### src/hw/audio_port_pkg.sv
package audio_port_pkg;
    // Register byte addresses
    localparam logic [31:0] PORT1_EN_ADDR   = 32'h0000_6000;
    localparam logic [31:0] PORT1_CTRL_ADDR = 32'h0000_6008;
    localparam logic [31:0] PORT2_EN_ADDR   = 32'h0000_6080;
    localparam logic [31:0] PORT2_CTRL_ADDR = 32'h0000_6088;
    localparam logic [31:0] CLK_CFG_ADDR    = 32'h0000_6100;
    localparam logic [31:0] STATUS_ADDR     = 32'h0000_6104;
    // Control fields
    localparam int FRAME_SYNC_DRIVE_BIT = 0;
    localparam int FRAME_SYNC_FORCE_BIT = 1;
    localparam int FRAME_SYNC_INV_BIT   = 2;
    localparam int BCLK_DRIVE_BIT  = 4;
    localparam int BCLK_FORCE_BIT  = 5;
    localparam int BCLK_INV_BIT    = 6;
    localparam logic [31:0] CTRL_MASK     = 32'h0000_0077;
    localparam logic [31:0] PORT1_EN_MASK = 32'h00ff_00ff;
    localparam logic [31:0] PORT2_EN_MASK = 32'h000f_000f;
    // Clock config: bit 0 clock on, bits 12:8 path capacity
    localparam int CLK_ON_BIT = 0;
    localparam int CAP_LSB    = 8;
    localparam int CAP_MSB    = 12;
    localparam logic [31:0] CLK_CFG_MASK = 32'h0000_1f01;
    localparam logic [31:0] RESET_VALUE  = 32'h0000_0000;
    // Timing
    localparam int MCLK_HZ        = 50_000_000;
    localparam int BCLK_MASTER_HZ = 12_288_000;
    localparam logic [7:0] BCLK_HALF_CYCLES =
        8'(MCLK_HZ / (2 * BCLK_MASTER_HZ));
    localparam logic [5:0] FRAME_LAST = 6'h3f;
    // Bus answers
    localparam logic [1:0] RESP_OKAY   = 2'h0;
    localparam logic [1:0] RESP_SLVERR = 2'h2;

    typedef enum logic [2:0] {
        SEL_NONE, SEL_P1_EN, SEL_P1_CTRL, SEL_P2_EN,
        SEL_P2_CTRL, SEL_CLK_CFG, SEL_STATUS
    } reg_sel_e;

    typedef struct packed {
        logic bclk;
        logic frame_sync;
    } port_pins_s;
endpackage

### src/hw/audio_port_clock_role_and_channel_enable.sv
// Our own choice: the AXI4-Lite interface to the registers.
`timescale 1ns/100ps
`default_nettype none
module audio_port_clock_role_and_channel_enable (
    // Clock and reset
    input  wire logic                           mclk,
    input  wire logic                           rst_n,
    // Write address and data
    input  wire logic [31:0]                    awaddr,
    input  wire logic                           awvalid,
    output logic                                awready,
    input  wire logic [31:0]                    wdata,
    input  wire logic [3:0]                     wstrb,
    input  wire logic                           wvalid,
    output logic                                wready,
    // Write response
    output logic [1:0]                          bresp,
    output logic                                bvalid,
    input  wire logic                           bready,
    // Read
    input  wire logic [31:0]                    araddr,
    input  wire logic                           arvalid,
    output logic                                arready,
    output logic [31:0]                         rdata,
    output logic [1:0]                          rresp,
    output logic                                rvalid,
    input  wire logic                           rready,
    // Port pins, index 0 is port 1
    input  wire audio_port_pkg::port_pins_s [1:0] pin_in,
    output wire audio_port_pkg::port_pins_s [1:0] pin_out,
    output wire audio_port_pkg::port_pins_s [1:0] pin_oe
);
    logic [31:0] chan_en [2];
    logic [31:0] ctrl [2];
    logic [31:0] clk_cfg;
    logic        refused;
    logic        aw_held;
    logic        w_held;
    logic [31:0] aw_addr;
    logic [31:0] w_data;
    logic [3:0]  w_strb;
    logic        do_write;
    logic        wport;
    logic [31:0] cand;
    logic [5:0]  cnt_total;
    logic        refuse;
    logic        en_write;
    logic [31:0] rd_val;
    audio_port_pkg::reg_sel_e wsel;
    audio_port_pkg::reg_sel_e rsel;
    wire  [3:0]  port_state [2];
    wire  [1:0]  bclk_run;
    wire  [1:0]  fs_run;

    function automatic audio_port_pkg::reg_sel_e sel_of(
        input logic [31:0] a);
        if (a == audio_port_pkg::PORT1_EN_ADDR) begin
            return audio_port_pkg::SEL_P1_EN;
        end else if (a == audio_port_pkg::PORT1_CTRL_ADDR) begin
            return audio_port_pkg::SEL_P1_CTRL;
        end else if (a == audio_port_pkg::PORT2_EN_ADDR) begin
            return audio_port_pkg::SEL_P2_EN;
        end else if (a == audio_port_pkg::PORT2_CTRL_ADDR) begin
            return audio_port_pkg::SEL_P2_CTRL;
        end else if (a == audio_port_pkg::CLK_CFG_ADDR) begin
            return audio_port_pkg::SEL_CLK_CFG;
        end else if (a == audio_port_pkg::STATUS_ADDR) begin
            return audio_port_pkg::SEL_STATUS;
        end else begin
            return audio_port_pkg::SEL_NONE;
        end
    endfunction

    function automatic logic [31:0] merge(input logic [31:0] old,
        input logic [31:0] d, input logic [3:0] s);
        logic [31:0] r;
        r = old;
        for (int i = 0; i < 4; i++) begin
            if (s[i]) begin
                r[i*8 +: 8] = d[i*8 +: 8];
            end
        end
        return r;
    endfunction

    function automatic logic [5:0] ones(input logic [31:0] v);
        logic [5:0] n;
        n = 6'h00;
        for (int i = 0; i < 32; i++) begin
            n = n + {5'h00, v[i]};
        end
        return n;
    endfunction

    // Write channel capture
    assign do_write = aw_held && w_held && !bvalid;
    assign wsel = sel_of(aw_addr);
    assign rsel = sel_of(araddr);

    always_ff @(posedge mclk) begin
        if (!rst_n) begin
            aw_held <= 1'b0;
            awready <= 1'b1;
            aw_addr <= 32'h0000_0000;
        end else if (awvalid && awready) begin
            aw_held <= 1'b1;
            awready <= 1'b0;
            aw_addr <= awaddr;
        end else if (bvalid && bready) begin
            aw_held <= 1'b0;
            awready <= 1'b1;
        end
    end

    always_ff @(posedge mclk) begin
        if (!rst_n) begin
            w_held <= 1'b0;
            wready <= 1'b1;
            w_data <= 32'h0000_0000;
            w_strb <= 4'h0;
        end else if (wvalid && wready) begin
            w_held <= 1'b1;
            wready <= 1'b0;
            w_data <= wdata;
            w_strb <= wstrb;
        end else if (bvalid && bready) begin
            w_held <= 1'b0;
            wready <= 1'b1;
        end
    end

    always_ff @(posedge mclk) begin
        if (!rst_n) begin
            bvalid <= 1'b0;
            bresp  <= audio_port_pkg::RESP_OKAY;
        end else if (do_write) begin
            bvalid <= 1'b1;
            bresp  <= (wsel == audio_port_pkg::SEL_NONE) ?
                      audio_port_pkg::RESP_SLVERR :
                      audio_port_pkg::RESP_OKAY;
        end else if (bvalid && bready) begin
            bvalid <= 1'b0;
        end
    end

    // Enable check against the clock's path capacity
    always_comb begin
        wport = (wsel == audio_port_pkg::SEL_P2_EN);
        cand = merge(chan_en[wport], w_data, w_strb) &
               (wport ? audio_port_pkg::PORT2_EN_MASK :
                        audio_port_pkg::PORT1_EN_MASK);
        cnt_total = ones(cand) + ones(chan_en[!wport]);
        refuse = (|(cand & ~chan_en[wport])) &&
                 (!clk_cfg[audio_port_pkg::CLK_ON_BIT] ||
                  cnt_total > {1'b0, clk_cfg[audio_port_pkg::CAP_MSB:
                                             audio_port_pkg::CAP_LSB]});
        en_write = do_write && (wsel == audio_port_pkg::SEL_P1_EN ||
                                wsel == audio_port_pkg::SEL_P2_EN);
    end

    always_ff @(posedge mclk) begin
        if (!rst_n) begin
            chan_en[0] <= audio_port_pkg::RESET_VALUE;
            chan_en[1] <= audio_port_pkg::RESET_VALUE;
            ctrl[0]    <= audio_port_pkg::RESET_VALUE;
            ctrl[1]    <= audio_port_pkg::RESET_VALUE;
            clk_cfg    <= audio_port_pkg::RESET_VALUE;
        end else if (en_write) begin
            // Refused: new bits dropped, running ones kept unless this write clears them
            chan_en[wport] <= refuse ? (cand & chan_en[wport])
                                     : cand;
        end else if (do_write) begin
            case (wsel)
                audio_port_pkg::SEL_P1_CTRL: begin
                    ctrl[0] <= merge(ctrl[0], w_data, w_strb) &
                               audio_port_pkg::CTRL_MASK;
                end
                audio_port_pkg::SEL_P2_CTRL: begin
                    ctrl[1] <= merge(ctrl[1], w_data, w_strb) &
                               audio_port_pkg::CTRL_MASK;
                end
                audio_port_pkg::SEL_CLK_CFG: begin
                    clk_cfg <= merge(clk_cfg, w_data, w_strb) &
                               audio_port_pkg::CLK_CFG_MASK;
                end
                default: begin
                end
            endcase
        end
    end

    // Sticky refusal flag, write one to clear, set wins
    always_ff @(posedge mclk) begin
        if (!rst_n) begin
            refused <= 1'b0;
        end else if (en_write && refuse) begin
            refused <= 1'b1;
        end else if (do_write && wsel == audio_port_pkg::SEL_STATUS &&
                     w_strb[0] && w_data[0]) begin
            refused <= 1'b0;
        end
    end

    // Read channel
    always_comb begin
        case (rsel)
            audio_port_pkg::SEL_P1_EN:   rd_val = chan_en[0];
            audio_port_pkg::SEL_P1_CTRL: rd_val = ctrl[0];
            audio_port_pkg::SEL_P2_EN:   rd_val = chan_en[1];
            audio_port_pkg::SEL_P2_CTRL: rd_val = ctrl[1];
            audio_port_pkg::SEL_CLK_CFG: rd_val = clk_cfg;
            audio_port_pkg::SEL_STATUS:  rd_val = {23'h000000,
                port_state[1], port_state[0], refused};
            default:                     rd_val = 32'h0000_0000;
        endcase
    end

    always_ff @(posedge mclk) begin
        if (!rst_n) begin
            arready <= 1'b1;
            rvalid  <= 1'b0;
            rdata   <= 32'h0000_0000;
            rresp   <= audio_port_pkg::RESP_OKAY;
        end else if (arvalid && arready) begin
            arready <= 1'b0;
            rvalid  <= 1'b1;
            rdata   <= rd_val;
            rresp   <= (rsel == audio_port_pkg::SEL_NONE) ?
                       audio_port_pkg::RESP_SLVERR :
                       audio_port_pkg::RESP_OKAY;
        end else if (rvalid && rready) begin
            arready <= 1'b1;
            rvalid  <= 1'b0;
        end
    end

    // Per-port clock roles
    for (genvar p = 0; p < 2; p++) begin : g_port
        logic [2:0] bclk_sync;
        logic [2:0] fs_sync;
        logic       bclk_lvl;
        logic       fs_lvl;
        logic [7:0] div_cnt;
        logic [5:0] bit_cnt;
        logic       int_bclk;
        logic       fs_level;
        logic       bclk_o;
        logic       bclk_oe;
        logic       fs_o;
        logic       fs_oe;
        wire        drv   = ctrl[p][audio_port_pkg::BCLK_DRIVE_BIT];
        wire        fdrv  = ctrl[p][audio_port_pkg::FRAME_SYNC_DRIVE_BIT];
        wire        inv   = ctrl[p][audio_port_pkg::BCLK_INV_BIT];
        wire        finv  = ctrl[p][audio_port_pkg::FRAME_SYNC_INV_BIT];
        wire        any_en = |chan_en[p];
        wire        ext_rise;
        wire        int_rise;
        wire        bit_edge;

        // Roles are independent per pin
        assign bclk_run[p] = drv && (any_en ||
            ctrl[p][audio_port_pkg::BCLK_FORCE_BIT]);
        assign fs_run[p] = fdrv && (any_en ||
            ctrl[p][audio_port_pkg::FRAME_SYNC_FORCE_BIT]);

        always_ff @(posedge mclk) begin
            if (!rst_n) begin
                bclk_sync <= 3'h0;
                fs_sync   <= 3'h0;
                bclk_lvl  <= 1'b0;
                fs_lvl    <= 1'b0;
            end else begin
                bclk_sync <= {bclk_sync[1:0], pin_in[p].bclk};
                fs_sync   <= {fs_sync[1:0], pin_in[p].frame_sync};
                if (bclk_sync[2] == bclk_sync[1]) begin
                    bclk_lvl <= bclk_sync[2];
                end
                if (fs_sync[2] == fs_sync[1]) begin
                    fs_lvl <= fs_sync[2];
                end
            end
        end

        // Received edge, after the polarity choice
        assign ext_rise = (bclk_sync[2] == bclk_sync[1]) &&
            (bclk_sync[2] ^ inv) && !(bclk_lvl ^ inv);

        // Master divider, half rate of mclk at most
        always_ff @(posedge mclk) begin
            if (!rst_n || !bclk_run[p]) begin
                div_cnt  <= 8'h00;
                int_bclk <= 1'b0;
            end else if (div_cnt == audio_port_pkg::BCLK_HALF_CYCLES
                                    - 8'h01) begin
                div_cnt  <= 8'h00;
                int_bclk <= !int_bclk;
            end else begin
                div_cnt <= div_cnt + 8'h01;
            end
        end

        assign int_rise = bclk_run[p] && !int_bclk &&
            div_cnt == audio_port_pkg::BCLK_HALF_CYCLES - 8'h01;
        assign bit_edge = drv ? int_rise : ext_rise;

        // Frame sync from bit clock count
        always_ff @(posedge mclk) begin
            if (!rst_n || !fs_run[p]) begin
                bit_cnt  <= 6'h00;
                fs_level <= 1'b0;
            end else if (bit_edge) begin
                bit_cnt  <= bit_cnt + 6'h01;
                fs_level <= (bit_cnt == audio_port_pkg::FRAME_LAST);
            end
        end

        always_ff @(posedge mclk) begin
            if (!rst_n) begin
                bclk_o  <= 1'b0;
                bclk_oe <= 1'b0;
                fs_o    <= 1'b0;
                fs_oe   <= 1'b0;
            end else begin
                bclk_o  <= int_bclk ^ inv;
                bclk_oe <= drv;
                fs_o    <= fs_level ^ finv;
                fs_oe   <= fdrv;
            end
        end

        assign pin_out[p] = {bclk_o, fs_o};
        assign pin_oe[p]  = {bclk_oe, fs_oe};
        assign port_state[p] = {fdrv ? fs_level : fs_lvl ^ finv,
                                drv ? int_bclk : bclk_lvl ^ inv,
                                fs_oe, bclk_oe};
    end
endmodule
`default_nettype wire

### config.mk
export PLATFORM = sky130hd
export DESIGN_NAME = audio_port_clock_role_and_channel_enable
export DESIGN_NICKNAME = d
export VERILOG_FILES = /design/src/hw/audio_port_pkg.sv /design/src/hw/audio_port_clock_role_and_channel_enable.sv
export SDC_FILE = /design/constraint.sdc
export NUM_CORES = 1
export LEC_CHECK = 0
export ABC_AREA = 0
export ABC_CLOCK_PERIOD_IN_PS = 9200
export BUFFER_PORTS_ARGS = -buffer_cell sky130_fd_sc_hd__clkbuf_2
export CAP_MARGIN = 25
export CORE_MARGIN = 2
export CORE_UTILIZATION = 40
export CTS_CLUSTER_DIAMETER = 40
export DETAILED_ROUTE_END_ITERATION = 8
export PLACE_DENSITY = 0.68
export SYNTH_ARGS = -nofsm -noshare
export SYNTH_HDL_FRONTEND = slang
export SYNTH_SLANG_ARGS = --single-unit
### constraint.sdc
create_clock -name mclk -period 9.2 [get_ports mclk]
set_clock_uncertainty 0.1 [all_clocks]
set_input_delay 0.46 -clock mclk [delete_from_list [all_inputs] [get_ports mclk]]
set_output_delay 0.46 -clock mclk [all_outputs]
set_load 0.02 [all_outputs]
==> metrics.md <==
| Metric | Value |
|---|---|
| Status | `complete, no violations` |
| Drt via density | `5.12` |
| Post-DP HPWL | `17500 um` |
| Io pins | `160` |
| TritonCTS clock tree | `built` |
| Core Area | `23500 um2` |
| Reg-to-reg endpoint | `chan_en[0][6]` |
| Cell repeated most along the worst path | `fa_1` |
| Share of cells above drive strength 1 | `0.171` |
| EDFF count, synth | `44` |
| Final nets | `1308` |
| FF+latch count, synth | `193` |
| F_max | `125 MHz` |
| CP max stage cell | `and3_1` |
| Post-synthesis sequential area ratio | `0.448` |
| Worst r2r path cells | `26` |
| Distinct cells, synth | `70` |
| Hold Vio Cnt, Final | `0` |
| Most common cell in the synthesized netlist | `nand2_1` |
| Post-Synthesis Cell Area | `9600 um2` |
| Crit path largest cell delay | `0.64 ns` |
| First-pass GRT wire length | `38100 um` |
| Clock share of power | `0.288` |
| Critical Path Source Type | `register` |
| Synth area leaders | `dfxtp_1 (31%), edfxtp_1 (14%), nand2_1 (7.1%)` |
| Worst Setup EP | `chan_en[0][6]` |
| Commonest cells in the netlist | `nand2_1 (182), dfxtp_1 (149), nor2_1 (82)` |
| Tcrit/Tclk final | `0.872` |
| Synth async-reset ratio | `0` |
| Critical path startpoint | `aw_addr[28]` |
| YS warnings | `0` |
| Psw | `0.865 mW` |
| Worst hold path class | `in2reg` |
| CTS root buf | `clkbuf_16` |
| Unrepaired setup endpoints after global routing | `no` |
| Clk sinks | `193` |
| Total GRT Usage | `0.186` |
| PostCTS Resize Cnt | `0` |
| Worst Hold Margin | `0.133 ns` |
| Critical path class | `reg2reg` |
| Routed vias | `7617` |
| Fin. max-slew vios | `0` |
| Cells after synthesis | `1044` |
| Sw Ratio | `0.337` |
| Post-route cell area | `11000 um2` |
| Synth top area share | `0.311` |
| Area occupied by multi-input gates | `4760 um2` |
| H-tree depth | `4` |
| CTS max path bufs | `2` |
| # rows | `56` |
| Dpl ws | `1.20 ns` |
| Clock-pin slew on the worst setup and hold paths | `0.07 ns` |
| P_leak | `4.42 nW` |
| Drt drc | `0` |
| CTS Buf Count | `17` |
| Gate power share | `0.350` |
| Gpl congestion | `0.877` |
| Pin count of the biggest net entering global routing | `67` |
| Initial antenna violation count | `0` |
| FF-to-FF setup slack | `1.18 ns` |
| Wire per inst | `15.5 um` |
| Hold-fix buffers at CTS | `0` |
| Setup TNS | `0 ns` |
| Pwr Density | `233 nW/um2` |
| Wirelength, routed | `23000 um` |
| Drt initial violations | `520` |
| Ys flop type | `dfxtp_1` |
| Max-cap viol count | `0` |
| Design internal power | `1.70 mW` |
| PortBufs | `134` |
| Final WS setup | `1.18 ns` |
| Register share of total power | `0.363` |
| Worst R2R Start | `aw_addr[28]` |
| Number of global-route vias before repair | `7353` |
| Setup Viol. Count Final | `0` |
| Die Y | `159 um` |
| Register Area | `4300 um2` |
| Starting Density | `0.408` |
| Final min period | `8.02 ns` |
| Avg Cell Area, Syn | `9.20 um2` |
| Die Wd | `159 um` |
| Setup repair bufs after CTS | `0` |
| ANT nets after route | `0` |
| Peak supply drop | `246 uV` |
| Worst rel slew slack | `0.342` |
| Critical path capture point type | `register` |
| Dpl cell area | `10400 um2` |
| Die ar. | `25300 um2` |
| Overflow after GRT | `0` |
| Ant diodes | `0` |
| Synth-to-layout area growth | `14.9%` |
| WP data arrival | `8.11 ns` |
| Filler cell count in the final layout | `2334` |
| CP required | `9.29 ns` |
| Slew @ Worst Pin | `0.985 ns` |
| DR pass1 iterations | `5` |
| Yosys top cell by area | `dfxtp_1` |
| Worst skew pair latency | `0.44 ns` |
| Largest fanout on the critical path | `19` |
-- cells in the final DEF (no fill, tap or decap), drive strengths merged, types with 13 or more instances in the layout --
cell type and n:
nand2 182, clkbuf 154, dfxtp 149, nor2 83, inv 79, a21oi 64, o21ai 47, edfxtp 44
a21boi 27, xnor2 26, fa 24, and2 22, nor4 22, conb 21, a211oi 20, ha 18
and3 16, mux2i 16, nand3 16, a22oi 13
-- power by group through the flow --
| stage | Clock, mW | Combinational [mW] | Sequential [mW] |
|---|---|---|---|
| after floorplan | 0 | 0.691 | 0.943 |
| after global placement | 0 | 0.858 | 0.949 |
| after detailed placement | 0 | 0.898 | 0.950 |
| after CTS | 0.754 | 0.909 | 0.931 |
| after global routing | 0.791 | 1.05 | 0.936 |
| final | 0.740 | 0.898 | 0.931 |
-- cell families after synthesis --
| kind of cell | synth area share |
|---|---|
| DFF | 0.448 |
| adders and majority gates | 0.0735 |
| muxes | 0.0347 |
| buffers and inverters | 0.0644 |
| other | 0.000391 |
| and+or+nand+nor | 0.190 |
| AOI/OAI and AO/OA | 0.158 |
| xor gates and xnor gates | 0.0310 |
-- sequential cells by signal, indices dropped and copies added, names as in the netlist, 12 cells and up --
| name | count |
|---|---|
| aw_addr | 32 |
| w_data | 21 |
| g_port.bit_cnt | 12 |
| g_port.div_cnt | 16 |
| chan_en | 32 |
| ctrl | 12 |
| rdata | 21 |
-- worst max-delay path: cells and delay by family (launching register included) --
| kind | cells | cell delay, ns |
|---|---|---|
| simple gates | 5 | 1.58 |
| fa+ha+maj | 9 | 3.88 |
| buf+inv | 4 | 0.27 |
| mux | 1 | 0.12 |
| xor+xnor | 1 | 0.16 |
| flops | 1 | 0.32 |
| compound gates | 6 | 1.35 |
-- metal layers --
metal,share of wire,wire [um],vias up,GRT usage
met5,0,0,-,0
met4,0.013,303,0,0.0467
met3,0.048,1110,29,0.0346
met2,0.46,10600,208,0.302
met1,0.48,11000,3584,0.259
li1,-,-,3796,-
-- cell type report --
type                    count  area share
inverters                  73      0.0248
flip-flops and latches    193       0.390
clock buffers              20      0.0424
multi-input cells         731       0.431
well taps                 319      0.0362
clock inverters            12      0.0107
repair buffers            139      0.0649
-- how the worst min path moves through the flow --
stage | endpoint | cells past startpoint | slack (ns) | from
after floorplan | g_port[0].bclk_sync[1] | 1 | 0.31 | g_port[0].bclk_sync[0]
after global placement | g_port[0].fs_sync[1] | 1 | 0.32 | g_port[0].fs_sync[0]
after detailed placement | g_port[0].fs_sync[1] | 1 | 0.33 | g_port[0].fs_sync[0]
after CTS | w_data[17] | 3 | 0.12 | wdata[17]
after global routing | g_port[1].fs_sync[0] | 2 | 0.12 | pin_in[2]
final | g_port[0].fs_sync[0] | 2 | 0.13 | pin_in[0]
-- per-stage QoR --
stage	power, mW	cells	util
CTS	2.59	1486	0.468
finish	2.57	1487	0.469
floorplan	1.63	1064	-
global placement	1.81	1454	0.443
global route	2.77	1487	0.469
detailed placement	1.85	1454	0.443
Power figures use the tool's default switching activity.
